**src/ulm_map.svh**
```systemverilog
// What this block does
// - Protocol select bit 0: 0 plain serial, 1 lighting-control framing.
// - Operation mode register loads 01H on reset.
// - Power bit low stops the base clock and resets the internal circuit.
// - Transmit enable low disables and synchronously resets the transmitter.
// - Receive enable low disables and synchronously resets the receiver.
// - Unpowered: transmit pin driven high, receive input seen as high.
// - Power off resets error status, transmit status and receive buffers.
// - Parity field: none, zero, odd or even parity.
// - Zero parity is never checked, so no parity error arises.
// - Length bit selects 7 or 8 data bits both ways.
// - Stop select gives one or two transmitted stop bits.
// - Receiver always expects exactly one stop bit.
// - Error goes to error interrupt if routing bit is 0, else completion.
// - Enabling reception while the line is low starts a reception at once.
// - Enables are sampled on base ticks; wait two base clocks before re-enabling.
// - Lighting mode ignores the parity field and the length bit.
// - Rewriting the mode register with its value leaves transfers undisturbed.
// - Clearing power or receive enable clears the error status register.
// Purpose: register map and field positions of the serial mode control block.
// Assumes: word-indexed register map, byte address is four times the index.
// Notes: definitions only.
`ifndef ULM_MAP_SVH
`define ULM_MAP_SVH
`define ULM_IDX_MODE 16'hFF50
`define ULM_IDX_RXBUF 16'hFF51
`define ULM_IDX_TXBUF 16'hFF52
`define ULM_IDX_ERR 16'hFF53
`define ULM_IDX_TXST 16'hFF55
`define ULM_IDX_BAUD 16'hFF57
`define ULM_IDX_LWLO 16'hFF58
`define ULM_IDX_LWHI 16'hFF59
`define ULM_IDX_PROTO 16'hFF5B
`define ULM_MODE_RST 8'h01
`define ULM_PROTO_RST 1'h0
`define ULM_BAUD_RST 8'h10
`define ULM_RXBUF_RST 8'hFF
`define ULM_LW_RST 16'hFFFF
`define ULM_TXBUF_RST 8'hFF
`define ULM_B_POWER 7
`define ULM_B_TXEN 6
`define ULM_B_RXEN 5
`define ULM_B_PARHI 4
`define ULM_B_PARLO 3
`define ULM_B_CLEN 2
`define ULM_B_STOP 1
`define ULM_B_ROUTE 0
`define ULM_E_PAR 2
`define ULM_E_FRM 1
`define ULM_E_OVR 0
`endif

```
**src/ulm_pkg.sv**
```systemverilog
// Purpose: state types of the serial mode control block.
// Assumes: nothing beyond the map header.
// Notes: Gray codes along the normal frame path.
package ulm_pkg;
  typedef enum logic [2:0] {
    ULM_IDLE = 3'h0,
    ULM_START = 3'h1,
    ULM_DATA = 3'h3,
    ULM_PAR = 3'h2,
    ULM_STOP = 3'h6,
    ULM_STOP2 = 3'h7
  } ulm_state_t;
endpackage

```
**src/ulm_top.sv**
```systemverilog
// Purpose: serial unit mode control, transmitter and receiver, Wishbone slave.
// Assumes: one 50 MHz clock, synchronous active-high reset, inputs synchronous.
// Notes: Manchester coding is outside this block; lighting mode fixes 8 data bits and no parity.
`timescale 1ns/1ps
`include "ulm_map.svh"
module ulm_top
  import ulm_pkg::*;
#(
  parameter int BASE_DIV = 1
)
(
  // Clock and reset.
  input wire logic clk_i,
  input wire logic rst_i,
  // Wishbone slave.
  input wire logic [17:0] adr_i,
  input wire logic [31:0] dat_i,
  output logic [31:0] dat_o,
  input wire logic we_i,
  input wire logic [3:0] sel_i,
  input wire logic stb_i,
  input wire logic cyc_i,
  output logic ack_o,
  // Serial line.
  input wire logic serial_rx_pin_i,
  output logic serial_tx_pin_o,
  // Interrupt pulses.
  output logic rx_done_irq_o,
  output logic rx_error_irq_o
);

  function automatic logic par_calc(input logic [7:0] d, input logic len8,
                                    input logic [1:0] ps);
    logic x;
    x = ^(len8 ? d : {1'b0, d[6:0]});
    case (ps)
      2'b10: par_calc = ~x;
      2'b11: par_calc = x;
      default: par_calc = 1'b0;
    endcase
  endfunction

  function automatic logic bit_done(input logic [7:0] cnt, input logic [7:0] div);
    bit_done = ({1'b0, cnt} + 9'h001) >= {1'b0, div};
  endfunction

  logic [7:0] op_mode;
  logic proto_sel;
  logic [7:0] baud_div;
  logic [7:0] tx_buf;
  logic [7:0] rx_buf;
  logic [15:0] lw_buf;
  logic [2:0] err_stat;
  logic txb_full;
  logic rxb_full;
  logic [15:0] idx;
  logic wr;
  logic rd;
  logic pwr;
  logic light;
  logic len8;
  logic [1:0] ps;
  logic [3:0] nbits;
  logic [7:0] base_cnt;
  logic base_tick;
  logic tx_en_s;
  logic rx_en_s;
  ulm_state_t tx_state;
  logic [7:0] tx_bcnt;
  logic [3:0] tx_cnt;
  logic [7:0] tx_sh;
  logic tx_par;
  logic tx_load;
  logic tx_end;
  ulm_state_t rx_state;
  logic [7:0] rx_bcnt;
  logic [3:0] rx_cnt;
  logic [7:0] rx_sh;
  logic rx_par;
  logic rx_line;
  logic rx_end;
  logic fdone;
  logic [2:0] new_err;

  assign idx = adr_i[17:2];
  assign wr = cyc_i && stb_i && we_i && !ack_o && sel_i[0];
  assign rd = cyc_i && stb_i && !we_i && !ack_o;
  assign pwr = op_mode[`ULM_B_POWER];
  assign light = proto_sel;
  assign len8 = light || op_mode[`ULM_B_CLEN];
  assign ps = light ? 2'b00 : op_mode[`ULM_B_PARHI:`ULM_B_PARLO];
  assign nbits = len8 ? 4'h8 : 4'h7;
  assign rx_line = pwr ? serial_rx_pin_i : 1'b1;

  always_ff @(posedge clk_i)
  begin
    ack_o <= !rst_i && cyc_i && stb_i && !ack_o;
  end

  always_ff @(posedge clk_i)
  begin
    if (rst_i)
      dat_o <= 32'h0;
    else if (rd)
      case (idx)
        `ULM_IDX_MODE: dat_o <= {24'h0, op_mode};
        `ULM_IDX_PROTO: dat_o <= {31'h0, proto_sel};
        `ULM_IDX_RXBUF: dat_o <= {24'h0, rx_buf};
        `ULM_IDX_TXBUF: dat_o <= {24'h0, tx_buf};
        `ULM_IDX_ERR: dat_o <= {29'h0, err_stat};
        `ULM_IDX_TXST: dat_o <= {30'h0, txb_full && !light, (tx_state != ULM_IDLE) && !light};
        `ULM_IDX_BAUD: dat_o <= {24'h0, baud_div};
        `ULM_IDX_LWLO: dat_o <= {24'h0, lw_buf[7:0]};
        `ULM_IDX_LWHI: dat_o <= {24'h0, lw_buf[15:8]};
        default: dat_o <= 32'h0;
      endcase
  end

  // A write of the current value changes no level, so frames in flight continue.
  always_ff @(posedge clk_i)
  begin
    if (rst_i)
    begin
      op_mode <= `ULM_MODE_RST;
      proto_sel <= `ULM_PROTO_RST;
      baud_div <= `ULM_BAUD_RST;
    end
    else if (wr)
      case (idx)
        `ULM_IDX_MODE: op_mode <= dat_i[7:0];
        `ULM_IDX_PROTO: proto_sel <= dat_i[0];
        `ULM_IDX_BAUD: baud_div <= dat_i[7:0];
        default: ;
      endcase
  end

  // The base clock stands still while unpowered, which halts every bit timer.
  always_ff @(posedge clk_i)
  begin
    if (rst_i || !pwr)
      base_cnt <= 8'h0;
    else if (base_tick)
      base_cnt <= 8'h0;
    else
      base_cnt <= base_cnt + 8'h1;
  end
  assign base_tick = pwr && ({24'h0, base_cnt} >= (BASE_DIV - 1));

  // Enables are sampled on base ticks, so a short pulse low may be missed.
  always_ff @(posedge clk_i)
  begin
    if (rst_i || !pwr)
    begin
      tx_en_s <= 1'b0;
      rx_en_s <= 1'b0;
    end
    else if (base_tick)
    begin
      tx_en_s <= op_mode[`ULM_B_TXEN];
      rx_en_s <= op_mode[`ULM_B_RXEN];
    end
  end

  assign tx_load = (tx_state == ULM_IDLE) && txb_full && base_tick;
  assign tx_end = base_tick && bit_done(tx_bcnt, baud_div);

  always_ff @(posedge clk_i)
  begin
    if (rst_i || !pwr || !op_mode[`ULM_B_TXEN])
    begin
      tx_buf <= `ULM_TXBUF_RST;
      txb_full <= 1'b0;
    end
    else if (wr && idx == `ULM_IDX_TXBUF && tx_en_s)
    begin
      tx_buf <= dat_i[7:0];
      txb_full <= 1'b1;
    end
    else if (tx_load)
      txb_full <= 1'b0;
  end

  always_ff @(posedge clk_i)
  begin
    if (rst_i || !tx_en_s)
    begin
      tx_state <= ULM_IDLE;
      tx_bcnt <= 8'h0;
      tx_cnt <= 4'h0;
      tx_sh <= 8'h0;
      tx_par <= 1'b0;
    end
    else if (tx_load)
    begin
      tx_state <= ULM_START;
      tx_bcnt <= 8'h0;
      tx_sh <= tx_buf;
      tx_par <= par_calc(tx_buf, len8, ps);
    end
    else if (base_tick)
    begin
      tx_bcnt <= tx_end ? 8'h0 : tx_bcnt + 8'h1;
      if (tx_end)
        case (tx_state)
          ULM_START:
          begin
            tx_state <= ULM_DATA;
            tx_cnt <= 4'h0;
          end
          ULM_DATA:
          begin
            tx_sh <= light ? {tx_sh[6:0], 1'b0} : {1'b0, tx_sh[7:1]};
            tx_cnt <= tx_cnt + 4'h1;
            if (tx_cnt + 4'h1 == nbits)
              tx_state <= (ps == 2'b00) ? ULM_STOP : ULM_PAR;
          end
          ULM_PAR: tx_state <= ULM_STOP;
          ULM_STOP: tx_state <= op_mode[`ULM_B_STOP] ? ULM_STOP2 : ULM_IDLE;
          default: tx_state <= ULM_IDLE;
        endcase
    end
  end

  always_ff @(posedge clk_i)
  begin
    if (rst_i || !pwr)
      serial_tx_pin_o <= 1'b1;
    else
      case (tx_state)
        ULM_START: serial_tx_pin_o <= 1'b0;
        ULM_DATA: serial_tx_pin_o <= light ? tx_sh[7] : tx_sh[0];
        ULM_PAR: serial_tx_pin_o <= tx_par;
        default: serial_tx_pin_o <= 1'b1;
      endcase
  end

  // Start is found on the first low base tick, even straight after enabling.
  assign rx_end = base_tick && bit_done(rx_bcnt, baud_div);
  assign fdone = base_tick && rx_state == ULM_STOP && bit_done(rx_bcnt, baud_div);
  always_comb
  begin
    new_err = 3'h0;
    if (fdone)
    begin
      new_err[`ULM_E_FRM] = !rx_line;
      new_err[`ULM_E_PAR] = ps[1] && (rx_par != par_calc(rx_sh, len8, ps));
      new_err[`ULM_E_OVR] = rxb_full;
    end
  end

  always_ff @(posedge clk_i)
  begin
    if (rst_i || !rx_en_s)
    begin
      rx_state <= ULM_IDLE;
      rx_bcnt <= 8'h0;
      rx_cnt <= 4'h0;
      rx_sh <= 8'h0;
      rx_par <= 1'b0;
    end
    else if (base_tick)
      case (rx_state)
        ULM_IDLE:
        begin
          rx_bcnt <= 8'h0;
          if (!rx_line)
            rx_state <= ULM_START;
        end
        ULM_START:
        begin
          rx_bcnt <= rx_bcnt + 8'h1;
          if (bit_done(rx_bcnt, {1'b0, baud_div[7:1]}))
          begin
            rx_bcnt <= 8'h0;
            rx_cnt <= 4'h0;
            rx_state <= rx_line ? ULM_IDLE : ULM_DATA;
          end
        end
        ULM_DATA:
        begin
          rx_bcnt <= rx_end ? 8'h0 : rx_bcnt + 8'h1;
          if (rx_end)
          begin
            if (light)
              rx_sh <= {rx_sh[6:0], rx_line};
            else if (len8)
              rx_sh <= {rx_line, rx_sh[7:1]};
            else
              rx_sh <= {1'b0, rx_line, rx_sh[6:1]};
            rx_cnt <= rx_cnt + 4'h1;
            if (rx_cnt + 4'h1 == nbits)
              rx_state <= (ps == 2'b00) ? ULM_STOP : ULM_PAR;
          end
        end
        ULM_PAR:
        begin
          rx_bcnt <= rx_end ? 8'h0 : rx_bcnt + 8'h1;
          if (rx_end)
          begin
            rx_par <= rx_line;
            rx_state <= ULM_STOP;
          end
        end
        ULM_STOP:
        begin
          rx_bcnt <= rx_end ? 8'h0 : rx_bcnt + 8'h1;
          if (rx_end)
            rx_state <= ULM_IDLE;
        end
        default: rx_state <= ULM_IDLE;
      endcase
  end

  // A flag raised in the same cycle as a status read survives the read.
  always_ff @(posedge clk_i)
  begin
    if (rst_i || !pwr || !op_mode[`ULM_B_RXEN])
      err_stat <= 3'h0;
    else
      err_stat <= ((rd && idx == `ULM_IDX_ERR) ? 3'h0 : err_stat) | new_err;
  end

  // An overrun discards the new character and keeps the unread one.
  always_ff @(posedge clk_i)
  begin
    if (rst_i || !pwr)
    begin
      rx_buf <= `ULM_RXBUF_RST;
      lw_buf <= `ULM_LW_RST;
      rxb_full <= 1'b0;
    end
    else
    begin
      if (fdone && !rxb_full)
      begin
        if (light)
          lw_buf <= {lw_buf[7:0], rx_sh};
        else
          rx_buf <= rx_sh;
      end
      if (fdone && !rxb_full)
        rxb_full <= 1'b1;
      else if (rd && (idx == `ULM_IDX_RXBUF || idx == `ULM_IDX_LWLO))
        rxb_full <= 1'b0;
    end
  end

  always_ff @(posedge clk_i)
  begin
    if (rst_i)
    begin
      rx_done_irq_o <= 1'b0;
      rx_error_irq_o <= 1'b0;
    end
    else
    begin
      rx_done_irq_o <= fdone && (new_err == 3'h0 || op_mode[`ULM_B_ROUTE]);
      rx_error_irq_o <= fdone && new_err != 3'h0 && !op_mode[`ULM_B_ROUTE];
    end
  end

  mode_reset_a: assert property (@(posedge clk_i) $past(rst_i) |-> op_mode == `ULM_MODE_RST)
    else $error("mode register not at reset value");
  base_stop_a: assert property (@(posedge clk_i) disable iff (rst_i) !pwr |-> !base_tick)
    else $error("base tick while unpowered");
  tx_reset_a: assert property (@(posedge clk_i) disable iff (rst_i)
    !tx_en_s |=> tx_state == ULM_IDLE)
    else $error("transmitter not held in reset");
  rx_reset_a: assert property (@(posedge clk_i) disable iff (rst_i)
    !rx_en_s |=> rx_state == ULM_IDLE)
    else $error("receiver not held in reset");
  tx_high_a: assert property (@(posedge clk_i) disable iff (rst_i) !pwr |=> serial_tx_pin_o)
    else $error("transmit pin low while unpowered");
  power_clear_a: assert property (@(posedge clk_i) disable iff (rst_i)
    !pwr |=> rx_buf == `ULM_RXBUF_RST && lw_buf == `ULM_LW_RST && !txb_full)
    else $error("buffers not reset by power off");
  zero_parity_a: assert property (@(posedge clk_i) disable iff (rst_i)
    !ps[1] |-> !new_err[`ULM_E_PAR])
    else $error("parity error without parity check");
  two_stop_a: assert property (@(posedge clk_i) disable iff (rst_i)
    tx_state == ULM_STOP2 |-> op_mode[`ULM_B_STOP])
    else $error("second stop bit not selected");
  irq_route_a: assert property (@(posedge clk_i) disable iff (rst_i)
    rx_error_irq_o |-> !$past(op_mode[`ULM_B_ROUTE]) && !rx_done_irq_o)
    else $error("error interrupt misrouted");
  err_clear_a: assert property (@(posedge clk_i) disable iff (rst_i)
    !op_mode[`ULM_B_RXEN] |=> err_stat == 3'h0)
    else $error("error status not cleared");
  irq_pulse_a: assert property (@(posedge clk_i) disable iff (rst_i)
    rx_done_irq_o |=> !rx_done_irq_o)
    else $error("completion interrupt longer than one cycle");

endmodule // ulm_top
```
**config.mk**
```make
export PLATFORM = sky130hd
export DESIGN_NAME = ulm_top
export DESIGN_NICKNAME = d
export VERILOG_FILES = /design/src/ulm_pkg.sv /design/src/ulm_top.sv
export VERILOG_INCLUDE_DIRS = /design/src
export SDC_FILE = /design/constraint.sdc
export NUM_CORES = 1
export LEC_CHECK = 0
export BUFFER_PORTS_ARGS = -buffer_cell sky130_fd_sc_hd__buf_2
export CORE_MARGIN = 10
export CORE_UTILIZATION = 33
export DETAILED_ROUTE_END_ITERATION = 6
export PLACE_DENSITY_LB_ADDON = 0.15
export SETUP_SLACK_MARGIN = 0.05
export SLEW_MARGIN = 20
export SYNTH_ARGS = -nofsm -noshare
export SYNTH_HDL_FRONTEND = slang
export SYNTH_SLANG_ARGS = --single-unit
```
**constraint.sdc**
```tcl
create_clock -name clk_i -period 4.99 [get_ports clk_i]
set_input_delay 0.7485 -clock clk_i [delete_from_list [all_inputs] [get_ports clk_i]]
set_output_delay 0.7485 -clock clk_i [all_outputs]
set_load 0.05 [all_outputs]
```
==> run_results.csv <==
group,metric,value,unit
die,rows,52,
final_layout,drive_above_1_share,0.132,
clock_tree,ctsResizeCount,0,
grt,track_usage,0.138,
status,outcome,"complete, no violations",
drt,first_pass_iters,5,
final_layout,seqCellArea,0.00232,mm^2
final_layout,syn2layout_area_growth,12.8,%
clock_tree,path_clk_slew,60,ps
power_and_ir_drop,leakage,2.87,nW
sta,hold_viol,0,
setup_path,worst_ep_arrival_time,3910,ps
logic_synthesis,synth_top_area_share,0.346,
logic_synthesis,synthArstFlopShare,0,
final_layout,multi_input_area,0.00404,mm^2
clock_tree,cts_sinks,116,
drt,via_per_inst,5.15,
drt,drt_iter0_drc,276,
logic_synthesis,syn-cell-area,0.00671,mm^2
worst_hold_path,hp-class,"flop to flop",
clock_tree,holdBufCountCts,0,
placed_design,dpl.cell_count,1040,
logic_synthesis,syn_avg_cell_area,8.80,um^2
clock_tree,ctsHtreeMaxLevel,4,
sta,tightest_slew,1030,ps
logic_synthesis,synth_cell_type_count,83,
clock_tree,cts_tree,"yes",
placed_design,port_buffers,42,
placed_design,dp_hpwl,13.7,mm
clock_tree,clk_latency,410,ps
sta,rsz0062_at_grt,"no",
die,die_y,163,um
sta,slew_violations,0,
die,ios,96,
grt,overflow,0,
power_and_ir_drop,power,2.18,mW
power_and_ir_drop,power.density,288,mW/mm^2
final_layout,largest_reg_flops,16,
clock_tree,clockBufferDepth,2,
drt,route.vias.total,5523,
logic_synthesis,synth-edff-count,0,
drt,wirelength,18.2,mm
clock_tree,cts_setup_buffers,0,
drt,ant_nets,0,
sta,fin_crit,3610,ps
final_layout,fin_nets,876,
grt,antenna_found_initial,0,
setup_path,path_class,"flop to flop",
logic_synthesis,synth_seq_cells,116,
sta,fmax,0.277,GHz
setup_path,worstSetupEndpointType,"flop",
final_layout,stdcell_count,1072,
final_layout,diodes,0,
final_layout,fillers,2058,
logic_synthesis,ys_seq_area_frac,0.346,
logic_synthesis,synthTopCellsByArea,"dfxtp_1 (35%), mux2i_1 (11%), nand2_1 (5.1%), ha_1 (5.0%), nor2_1 (3.6%)",
setup_path,critPathMaxFanout,19,
clock_tree,cts_root_buf,"clkbuf_16",
logic_synthesis,ys.flop_type,"dfxtp_1",
logic_synthesis,syn_inst,763,
logic_synthesis,yosys_warnings,0,
grt,grt_max_degree,31,
job,max_cap_viol_count,0,
die,die-area,0.0264,mm^2
drt,wl_per_cell,17.0,um
clock_tree,cts_made_buffers,17,
sta,finalCritPeriodShare,0.724,
placed_design,place_congestion,0.848,
final_layout,max_flop_register,"lw_buf",
logic_synthesis,synth_top_area_cell,"dfxtp_1",
sta,finalSetupTns,0,ps
drt,drc,0,
power_and_ir_drop,max-vdd-ir-drop,0.215,mV
sta,clock_skew,6.70,ps
die,start_util,0.334,
sta,setup_viol,0,
die,die_w,163,um
sta,slew_headroom,0.308,
setup_path,cp_data_required_time,5290,ps
setup_path,r2r_setup_slack,1380,ps
setup_path,setup.worst_path.start_class,"flop",
die,fp.coreArea,0.0201,mm^2
grt,grt_pass1_wl,29.0,mm
grt,grt_pass1_vias,5355,
per-stage QoR:
| step | util | setup WS (ps) | area (um^2) | hold slack [ps] |
|---|---|---|---|---|
| after floorplan | - | 2110 | 6800 | 436 |
| after global placement | 0.348 | 1480 | 7000 | 455 |
| after detailed placement | 0.348 | 1370 | 7010 | 461 |
| after CTS | 0.377 | 1360 | 7570 | 476 |
| after global routing | 0.377 | 1100 | 7570 | 496 |
| final | 0.377 | 1380 | 7570 | 466 |
kinds of logic after synthesis:
logic type	count (synthesis)	synth area share
mux	78	0.118
fa+ha+maj	27	0.0503
flops	116	0.346
compound gates	139	0.154
buf+inv	81	0.0660
other cells	1	0.000559
simple gates	285	0.216
xor+xnor	36	0.0490
worst paths after layout:
path,cells after the start,startpoint,to
worst max-delay path,10,rx_bcnt[0],rx_cnt[3]
worst min-delay path,2,dat_o[0],dat_o[0]
worst max register to register,10,rx_bcnt[0],rx_cnt[3]
worst min register to register,2,dat_o[0],dat_o[0]
metal layers:
layer | vias to the layer above | track usage | part of all wire
met3 | 19 | 0.0359 | 0.050
met4 | 0 | 0.0475 | 0.018
met1 | 2615 | 0.176 | 0.46
met5 | - | 0 | 0
met2 | 137 | 0.220 | 0.47
li1 | 2752 | - | -
worst max-delay path: stages, from the launching register on:
cell and delay, ps:
dfxtp_1 460, ha_1 310, nand2_1 130, or3_1 350, nand2_1 120, ha_1 140
and3_1 240, nand4_2 360, a211oi_4 850, a21oi_2 130, a311o_1 380
layout by cell type, fill, tap and decap left out, drive strengths merged, types with 23 or more instances in the layout:
cell type	Yosys	final
nand2	94	94
nor2	64	64
mux2i	77	77
clkbuf	22	23
a21oi	27	27
dfxtp	116	116
o21ai	29	29
nand3	26	26
ha	27	27
conb	1	24
buf	38	44
synthesized netlist by cell type, types with 4 or more instances:
cell type / instances
a22o_1: 6
inv_1: 21
clkbuf_1: 19
a32o_1: 4
a222oi_1: 6
nor2b_1: 13
nor3b_1: 4
ha_1: 27
and3_1: 9
and2_1: 4
o21ai_1: 4
a31oi_1: 4
a21oi_1: 25
dfxtp_1: 116
nand2b_1: 8
xnor2_1: 19
nand3_1: 26
a21o_1: 5
buf_4: 24
o21ai_0: 25
buf_1: 5
nand2_1: 92
nor2_1: 64
o22ai_1: 5
xor2_1: 16
nand3b_1: 5
buf_2: 5
nor3_1: 18
a211oi_1: 16
nand4_1: 14
mux2i_1: 77
power by group:
group / total (mW) / internal (mW) / switching, mW / leakage [nW]
clock network: 1.16 / 0.732 / 0.426 / 0.275
registers: 0.927 / 0.927 / 0.000129 / 0.935
logic: 0.0923 / 0.0191 / 0.0732 / 1.66
area by class of cell:
cell class              count  share of cell area
well taps                 270              0.0446
clock buffers              23              0.0644
flip-flops and latches    116               0.307
inverters                  21              0.0104
repair buffers             44              0.0297
multi-input cells         589               0.534
clock inverters             9              0.0102
No activity file was read; power rests on OpenSTA's default activity.
